### config.mk
export PLATFORM = sky130hd
export DESIGN_NAME = adc_ctrl
export DESIGN_NICKNAME = d
export VERILOG_FILES = /design/src/hw/adc_ctrl_pkg.sv /design/src/hw/adc_ctrl.sv
export SDC_FILE = /design/constraint.sdc
export NUM_CORES = 1
export LEC_CHECK = 0
export ABC_AREA = 1
export BUFFER_PORTS_ARGS = -buffer_cell sky130_fd_sc_hd__buf_4
export CAP_MARGIN = 25
export CELL_PAD_IN_SITES_DETAIL_PLACEMENT = 0
export CELL_PAD_IN_SITES_GLOBAL_PLACEMENT = 2
export CORE_MARGIN = 2
export CORE_UTILIZATION = 27
export CTS_CLUSTER_SIZE = 20
export DETAILED_ROUTE_END_ITERATION = 8
export PLACE_DENSITY = 0.78
export RECOVER_POWER = 25
export REMOVE_ABC_BUFFERS = 1
export SLEW_MARGIN = 20
export SYNTH_ARGS = -nofsm -noshare
export SYNTH_HDL_FRONTEND = slang
export SYNTH_SLANG_ARGS = --single-unit
export TNS_END_PERCENT = 1
### constraint.sdc
create_clock -name clk_i -period 2.1 [get_ports clk_i]
set_input_delay 0.42 -clock clk_i [delete_from_list [all_inputs] [get_ports clk_i]]
set_output_delay 0.42 -clock clk_i [all_outputs]
set_load 0.05 [all_outputs]
### src/hw/adc_ctrl_pkg.sv
// Purpose: shared constants and types for the converter control block
// Assumes: 32-bit AHB-Lite register bus, 100 MHz bus clock
// Notes: register offsets are byte addresses of aligned words
package adc_ctrl_pkg;

  // =====================================================================
  // register map
  localparam logic [7:0] OFS_STATUS_CONTROL = 8'h00;
  localparam logic [7:0] OFS_RESULT_HIGH = 8'h04;
  localparam logic [7:0] OFS_RESULT_LOW = 8'h08;
  localparam logic [7:0] OFS_CLOCK_CONFIG = 8'h0C;
  localparam logic [7:0] OFS_PORT_DATA = 8'h10;
  localparam logic [7:0] OFS_PORT_DIR = 8'h14;
  localparam logic [7:0] OFS_PORT_PINS = 8'h18;

  // =====================================================================
  // status/control fields
  localparam int DONE_FLAG_BIT = 7;
  localparam int IRQ_EN_BIT = 6;
  localparam int CONT_BIT = 5;
  localparam int CHAN_LSB = 0;
  localparam int CHAN_W = 5;
  localparam logic [4:0] CHAN_RESET = 5'h1F;
  localparam logic [4:0] CHAN_REF_HIGH = 5'h1D;
  localparam logic [4:0] CHAN_REF_LOW = 5'h1E;
  localparam logic [4:0] CHAN_POWER_OFF = 5'h1F;
  localparam logic [4:0] CHAN_LAST_EXT = 5'h07;

  // =====================================================================
  // clock config fields
  localparam int DIV_LSB = 5;
  localparam int SRC_BIT = 4;
  localparam int JUST_LSB = 2;
  localparam logic [2:0] DIV_RESET = 3'h0;
  localparam logic [2:0] DIV_MAX = 3'h4;

  // =====================================================================
  // conversion timing
  localparam int RESULT_W = 10;
  localparam logic [4:0] CONV_CYCLES = 5'h10;

  typedef enum logic [1:0] {
    JUST_LEFT,
    JUST_RIGHT,
    JUST_LEFT_SIGNED,
    JUST_TRUNC8
  } justify_t;

  typedef struct packed {
    logic [7:0] hi;
    logic [7:0] lo;
  } result_pair_t;

  typedef struct packed {
    logic [7:0] addr;
    logic write;
    logic sel;
  } bus_req_t;

endpackage

### src/hw/adc_ctrl.sv
// Purpose: control, sequencing and result formatting of a 10-bit SAR converter
// Assumes: analog core samples sel_chan_o on start and returns a code with done
// Notes: AHB-Lite slave, zero wait states, always OKAY
//
// Contract
// - produce a 10-bit result for the currently selected input
// - mux routes exactly one of eight channels by channel select
// - on completion load result, then set done flag or raise interrupt
// - selected shared pin forced input; port writes do not affect it
// - port read of the pin in use by converter returns zero
// - unselected shared pins stay under normal port control
// - high reference gives all ones, low reference gives all zeros
// - every status/control write starts a new conversion; a write that selects power off (5'h1F) leaves the sequencer idle
// - each conversion completes in 16 to 17 converter clocks
// - continuous mode overwrites results whether read or not
// - continuous mode keeps converting until the continuous bit clears
// - interrupts off: done flag set per conversion until data read
// - single mode: exactly one conversion per status/control write
// - two justify bits pick one of four result formats
// - left justified: eight msbs high, two lsbs low
// - interlocked formats: low after high, else new results blocked
// - right justified: two msbs high, eight lsbs low
// - left signed: as left justified with result msb inverted
// - truncation: eight msbs low, lsbs dropped, no interlock
// - interrupt enabled: flag reads zero; irq clears on data read or write
// - five-bit select: 0-7 external, two references, all ones powers off
// - one conversion needed to stabilise after leaving power off
//
// Decided for this implementation: the register offsets and the AHB-Lite interface to the registers.
`timescale 1ns/100ps

module adc_ctrl
  import adc_ctrl_pkg::*;
(
  input wire logic clk_i,
  input wire logic rst_i,
  input wire logic alt_clk_tick_i,
  input wire logic hsel_i,
  input wire logic [31:0] haddr_i,
  input wire logic [1:0] htrans_i,
  input wire logic hwrite_i,
  input wire logic [2:0] hsize_i,
  input wire logic [31:0] hwdata_i,
  input wire logic hready_i,
  output logic [31:0] hrdata_o,
  output logic hreadyout_o,
  output logic hresp_o,
  input wire logic [9:0] core_result_i,
  output logic [4:0] sel_chan_o,
  output logic core_power_down_o,
  output logic core_start_o,
  output logic conv_irq_o,
  output logic result_stable_o,
  input wire logic [7:0] pin_in_i,
  output logic [7:0] pin_out_o,
  output logic [7:0] pin_oe_n_o
);

  // =====================================================================
  // functions
  function automatic logic is_external(input logic [4:0] ch);
    is_external = (ch <= CHAN_LAST_EXT);
  endfunction

  function automatic logic [7:0] chan_mask(input logic [4:0] ch);
    chan_mask = is_external(ch) ? (8'h01 << ch[2:0]) : 8'h00;
  endfunction

  function automatic result_pair_t format_result(input logic [9:0] r, input justify_t j);
    case (j)
      JUST_LEFT: format_result = '{hi: r[9:2], lo: {r[1:0], 6'h00}};
      JUST_RIGHT: format_result = '{hi: {6'h00, r[9:8]}, lo: r[7:0]};
      JUST_LEFT_SIGNED: format_result = '{hi: {~r[9], r[8:2]}, lo: {r[1:0], 6'h00}};
      JUST_TRUNC8: format_result = '{hi: 8'h00, lo: r[9:2]};
      default: format_result = '{hi: 8'h00, lo: 8'h00};
    endcase
  endfunction

  // =====================================================================
  // registers
  logic done_flag;
  logic irq_en;
  logic cont_mode;
  logic [4:0] chan;
  logic [2:0] div_sel;
  logic src_sel;
  justify_t justify;
  logic [7:0] port_data;
  logic [7:0] port_dir;
  result_pair_t result;
  logic hi_read_pending;
  logic stable;

  // =====================================================================
  // bus slave: capture address phase
  bus_req_t req;
  logic wr_phase;
  logic rd_phase;
  logic ctl_write;
  logic data_read;

  always_ff @(posedge clk_i)
  begin
    if (rst_i)
      req <= '{addr: 8'h00, write: 1'b0, sel: 1'b0};
    else if (hready_i)
      req <= '{addr: haddr_i[7:0], write: hwrite_i,
               sel: hsel_i && htrans_i[1] && (hsize_i == 3'h2)};
  end

  assign wr_phase = req.sel && req.write;
  assign rd_phase = req.sel && !req.write;
  assign ctl_write = wr_phase && (req.addr == OFS_STATUS_CONTROL);
  assign data_read = rd_phase &&
                     ((req.addr == OFS_RESULT_HIGH) || (req.addr == OFS_RESULT_LOW));

  always_ff @(posedge clk_i)
  begin
    if (rst_i)
    begin
      hreadyout_o <= 1'b1;
      hresp_o <= 1'b0;
    end
    else
    begin
      hreadyout_o <= 1'b1;
      hresp_o <= 1'b0;
    end
  end

  // =====================================================================
  // control registers
  always_ff @(posedge clk_i)
  begin
    if (rst_i)
    begin
      irq_en <= 1'b0;
      cont_mode <= 1'b0;
      chan <= CHAN_RESET;
    end
    else if (ctl_write)
    begin
      irq_en <= hwdata_i[IRQ_EN_BIT];
      cont_mode <= hwdata_i[CONT_BIT];
      chan <= hwdata_i[CHAN_LSB +: CHAN_W];
    end
  end

  always_ff @(posedge clk_i)
  begin
    if (rst_i)
    begin
      div_sel <= DIV_RESET;
      src_sel <= 1'b0;
      justify <= JUST_LEFT;
    end
    else if (wr_phase && req.addr == OFS_CLOCK_CONFIG)
    begin
      div_sel <= (hwdata_i[DIV_LSB +: 3] > DIV_MAX) ? DIV_MAX : hwdata_i[DIV_LSB +: 3];
      src_sel <= hwdata_i[SRC_BIT];
      justify <= justify_t'(hwdata_i[JUST_LSB +: 2]);
    end
  end

  always_ff @(posedge clk_i)
  begin
    if (rst_i)
    begin
      port_data <= 8'h00;
      port_dir <= 8'h00;
    end
    else
    begin
      if (wr_phase && req.addr == OFS_PORT_DATA)
        port_data <= hwdata_i[7:0];
      if (wr_phase && req.addr == OFS_PORT_DIR)
        port_dir <= hwdata_i[7:0];
    end
  end

  // =====================================================================
  // converter clock divider
  logic [15:0] div_cnt;
  logic src_tick;
  logic conv_tick;
  logic [15:0] div_mask;

  assign src_tick = src_sel ? alt_clk_tick_i : 1'b1;
  assign div_mask = 16'h00FF >> (4'h8 - {1'b0, div_sel});

  always_ff @(posedge clk_i)
  begin
    if (rst_i)
      div_cnt <= 16'h0000;
    else if (src_tick)
      div_cnt <= div_cnt + 16'h0001;
  end

  assign conv_tick = src_tick && ((div_cnt & div_mask) == div_mask);

  // =====================================================================
  // conversion sequencer
  typedef enum logic [1:0] {ST_IDLE, ST_CONVERT, ST_FINISH} seq_state_t;
  seq_state_t state;
  logic [4:0] tick_cnt;
  logic finish;
  logic store_ok;

  assign finish = (state == ST_FINISH);

  always_ff @(posedge clk_i)
  begin
    if (rst_i)
    begin
      state <= ST_IDLE;
      tick_cnt <= 5'h00;
    end
    else if (ctl_write)
    begin
      state <= (hwdata_i[CHAN_LSB +: CHAN_W] == CHAN_POWER_OFF) ? ST_IDLE : ST_CONVERT;
      tick_cnt <= 5'h00;
    end
    else
    begin
      case (state)
        ST_IDLE:
          state <= ST_IDLE;
        ST_CONVERT:
          if (conv_tick)
          begin
            if (tick_cnt == CONV_CYCLES - 5'h01)
              state <= ST_FINISH;
            tick_cnt <= tick_cnt + 5'h01;
          end
        ST_FINISH:
        begin
          tick_cnt <= 5'h00;
          state <= (cont_mode && chan != CHAN_POWER_OFF) ? ST_CONVERT : ST_IDLE;
        end
        default:
          state <= ST_IDLE;
      endcase
    end
  end

  always_ff @(posedge clk_i)
  begin
    if (rst_i)
    begin
      core_start_o <= 1'b0;
      sel_chan_o <= CHAN_RESET;
      core_power_down_o <= 1'b1;
    end
    else
    begin
      core_start_o <= ctl_write || (finish && cont_mode);
      sel_chan_o <= chan;
      core_power_down_o <= (chan == CHAN_POWER_OFF);
    end
  end

  // stability after power off
  always_ff @(posedge clk_i)
  begin
    if (rst_i)
      stable <= 1'b0;
    else if (chan == CHAN_POWER_OFF)
      stable <= 1'b0;
    else if (finish)
      stable <= 1'b1;
  end

  always_ff @(posedge clk_i)
  begin
    if (rst_i)
      result_stable_o <= 1'b0;
    else
      result_stable_o <= stable;
  end

  // =====================================================================
  // result store with read interlock
  assign store_ok = (justify == JUST_TRUNC8) || !hi_read_pending;

  always_ff @(posedge clk_i)
  begin
    if (rst_i)
      result <= '{hi: 8'h00, lo: 8'h00};
    else if (finish && store_ok)
      result <= format_result(core_result_i, justify);
  end

  always_ff @(posedge clk_i)
  begin
    if (rst_i)
      hi_read_pending <= 1'b0;
    else if (rd_phase && req.addr == OFS_RESULT_LOW)
      hi_read_pending <= 1'b0;
    else if (rd_phase && req.addr == OFS_RESULT_HIGH && justify != JUST_TRUNC8)
      hi_read_pending <= 1'b1;
  end

  // =====================================================================
  // completion flag and interrupt; set wins over clear
  always_ff @(posedge clk_i)
  begin
    if (rst_i)
      done_flag <= 1'b0;
    else if (finish && store_ok && !irq_en)
      done_flag <= 1'b1;
    else if (data_read || irq_en)
      done_flag <= 1'b0;
  end

  always_ff @(posedge clk_i)
  begin
    if (rst_i)
      conv_irq_o <= 1'b0;
    else if (finish && store_ok && irq_en)
      conv_irq_o <= 1'b1;
    else if (data_read || ctl_write)
      conv_irq_o <= 1'b0;
  end

  // =====================================================================
  // shared port pins
  logic [7:0] adc_pin;

  assign adc_pin = chan_mask(chan);

  always_ff @(posedge clk_i)
  begin
    if (rst_i)
    begin
      pin_out_o <= 8'h00;
      pin_oe_n_o <= 8'hFF;
    end
    else
    begin
      pin_out_o <= port_data & ~adc_pin;
      pin_oe_n_o <= ~(port_dir & ~adc_pin);
    end
  end

  // =====================================================================
  // read data
  logic [31:0] next_rdata;

  always_comb
  begin
    next_rdata = 32'h0000_0000;
    case (haddr_i[7:0])
      OFS_STATUS_CONTROL:
        next_rdata = {24'h000000, done_flag && !irq_en, irq_en, cont_mode, chan};
      OFS_RESULT_HIGH:
        next_rdata = {24'h000000, result.hi};
      OFS_RESULT_LOW:
        next_rdata = {24'h000000, result.lo};
      OFS_CLOCK_CONFIG:
        next_rdata = {24'h000000, div_sel, src_sel, justify, 2'h0};
      OFS_PORT_DATA:
        next_rdata = {24'h000000, port_data};
      OFS_PORT_DIR:
        next_rdata = {24'h000000, port_dir};
      OFS_PORT_PINS:
        next_rdata = {24'h000000, pin_in_i & ~adc_pin};
      default:
        next_rdata = 32'h0000_0000;
    endcase
  end

  always_ff @(posedge clk_i)
  begin
    if (rst_i)
      hrdata_o <= 32'h0000_0000;
    else if (hready_i && hsel_i && htrans_i[1] && !hwrite_i)
      hrdata_o <= next_rdata;
  end

endmodule

==> reports/results.txt <==
GRT Util Overall - 0.148
# nets final - 863
post-synthesis instance total - 689
min-delay src - hwrite_i
Worst Clk Skew - 6.36 ps
largest net degree at the start of global routing - 51
worst-margin pin slew - 1020 ps
setup bufs post-CTS - 0
max incr delay on CP - 400 ps
Starting DRT DRC Count - 291
Layout area overhead - 19.8%
top-level port count - 152
share of layout cells above drive strength 1 - 0.143
crit-path cells - inv_1, ha_1, ha_1, nand3_1, nand2_1, nand2_1, nand2_1, nand3_1, inv_1, nand2_1, a21oi_1
WL/cell - 14.2 µm
first-pass GRT wire length - 22700 µm
relative slew slack - 0.319
CORE AREA - 0.0179 mm²
syn avg cell area - 7.10 µm²
max_cap viols - 0
Setup CP Type - flip-flop to flip-flop
Num CTS Buffers - 9
DR DRC count - 0
setup violators final - 0
crit start category - flip-flop
Crit path top cell by count - nand2_1
PortBufs - 76
vias in the first global route - 4419
commonest non-fill, non-tap cell in the layout - nand2_1
P_leak - 2.59 nW
routability cong. - 0.808
TNS Setup - 0 ps
Rows - 49
Clock Latency Late Sink - 360 ps
hold buffers post-CTS - 0
Slew Viols, Final - 0
Clock Power Share - 0.405
sequential fraction of the synthesis area - 0.434
cell area after layout - 0.00586 mm²
worst r2r src - div_sel[0]
Worst path slowest cell - dfxtp_1
Hold WC Path Type - input pin to flip-flop
initial antenna violation count - 0
Layout fillers - 1945
Initial Util - 0.273
peak supply drop - 0.369 mV
Sw Pwr - 1.02 mW
worst-path maximum fanout - 6
TritonCTS clock tree - yes
period utilisation layout - 0.903
CTS root buf - clkbuf_16
number of synthesized register bits - 106
drt first pass iters - 5
Vias per Instance - 4.57
CP endpoint kind - flip-flop
die area - 0.0192 mm²
Final Hold Fails - 0
cell-internal power - 2.95 mW
PwrDens - 677 mW/mm²
detailed placement HPWL - 10800 µm
Flop pwr share - 0.513
antenna diode count - 0
Die Y - 139 µm
critical path startpoint - div_sel[0]
die span in x - 139 µm
most frequent cells in the layout - nand2_1, dfxtp_1, nor2_1
Fmax - 527 MHz
register area - 0.00212 mm²
Multi-input gate area - 0.00223 mm²
Final min period - 1900 ps
Yosys cell types - 33
Bufs on Longest Clock Path - 2
Post-DRT Antenna Nets - 0
Area after DPL - 0.00562 mm²
Comb pwr share - 0.082
Post-Route WL - 14100 µm
clock-pin slew on the worst setup and hold paths - 70 ps
status - complete, no violations
Netlist Area Pre-Place - 0.00489 mm²
Yosys warnings - 0
DR vias - 4555
RSZ-0062 raised after global routing - no
grt total ovfl - 0
Sw Ratio - 0.258
CTS resizes - 0
H-tree levels - 3
CTS sink count - 106
arrival time worst endpoint - 2180 ps
CP Data Required Time - 2390 ps
[layer usage]
metal | up-vias | GRT usage | part of all wire
met4 | 0 | 0.0601 | 0.019
met5 | - | 0 | 0
li1 | 2333 | - | -
met3 | 15 | 0.0252 | 0.045
met1 | 2091 | 0.193 | 0.48
met2 | 116 | 0.244 | 0.46
[critical path, delay by kind of cell, from the launching register on]
| family | cells | cell delay (ps) |
|---|---|---|
| AO/OA/AOI/OAI | 1 | 140 |
| buffers and inverters | 2 | 240 |
| flip-flops | 1 | 400 |
| AND/OR/NAND/NOR | 6 | 550 |
| adder cells (fa/ha/maj) | 2 | 500 |
[stage by stage]
| stage | total power [mW] | hold WS [ps] | std cells | utilization | setup slack, ps |
|---|---|---|---|---|---|
| after floorplan | 2.28 | 381 | 666 | - | 438 |
| after global placement | 2.41 | 397 | 981 | 0.314 | 138 |
| after detailed placement | 2.42 | 398 | 981 | 0.314 | 104 |
| after CTS | 4.04 | 300 | 996 | 0.329 | 211 |
| after global routing | 4.12 | 331 | 996 | 0.328 | 2.33 |
| final | 3.97 | 307 | 996 | 0.328 | 203 |
[cells in the mapped netlist]
library cell / instances / share of area
nor4_1: 2 / 0.0026
nor3_1: 11 / 0.011
o31ai_1: 1 / 0.0015
clkbuf_1: 12 / 0.0092
nor4_2: 1 / 0.0026
o211ai_1: 6 / 0.0092
inv_1: 82 / 0.063
nand2_1: 124 / 0.095
nor2_2: 2 / 0.0026
ha_1: 7 / 0.018
o21ai_0: 50 / 0.051
nor2_1: 92 / 0.071
a21oi_1: 58 / 0.059
a21oi_4: 1 / 0.0033
buf_2: 2 / 0.0020
conb_1: 2 / 0.0015
o21bai_1: 1 / 0.0015
a41oi_1: 2 / 0.0036
inv_2: 4 / 0.0031
o22ai_1: 1 / 0.0013
a221oi_1: 8 / 0.014
or2_2: 2 / 0.0026
nand4_1: 2 / 0.0026
o21a_1: 1 / 0.0015
nor2_4: 1 / 0.0023
buf_4: 29 / 0.044
buf_1: 1 / 0.00077
buf_6: 3 / 0.0069
dfxtp_1: 106 / 0.43
nand3_1: 72 / 0.074
nand2_2: 1 / 0.0013
xor2_1: 1 / 0.0018
nor3_2: 1 / 0.0020
[sequential cells by signal, summed over array words and instances (netlist names), 2 cells and up]
register / count
pin_out_o: 8
div_sel: 3
div_cnt: 8
tick_cnt: 5
pin_oe_n_o: 8
req: 10
port_data: 8
chan: 5
result: 16
hrdata_o: 8
sel_chan_o: 5
state: 2
justify: 2
port_dir: 8
[path summary, 6_finish.rpt]
path | to | slack [ps] | depth (start not counted)
setup / recovery | tick_cnt[1] | 200 | 11
hold reg to reg | pin_oe_n_o[3] | 410 | 1
setup reg to reg | tick_cnt[1] | 200 | 11
hold / removal | req[1] | 310 | 3
[kinds of logic after synthesis]
kind of cell / count (synthesis) / synth area share
compound gates: 129 / 0.147
simple gates: 311 / 0.269
fa+ha+maj: 7 / 0.0179
xor+xnor: 1 / 0.00179
other cells: 2 / 0.00153
flops: 106 / 0.434
buf+inv: 133 / 0.129
[area by class of cell]
class,instances,share of cell area
multi-input cells,474,0.380
flip-flops and latches,106,0.362
repair buffers,86,0.108
inverters,86,0.0551
well taps,229,0.0489
clock buffers,11,0.0414
clock inverters,4,0.00491
[power by group through the flow]
| stage | clock network (mW) | registers, mW | logic (mW) |
|---|---|---|---|
| floorplan | 0 | 2.08 | 0.193 |
| global placement | 0 | 2.08 | 0.328 |
| detailed placement | 0 | 2.09 | 0.332 |
| CTS | 1.67 | 2.04 | 0.333 |
| global route | 1.72 | 2.04 | 0.355 |
| finish | 1.61 | 2.04 | 0.325 |
Power figures use the tool's default switching activity.
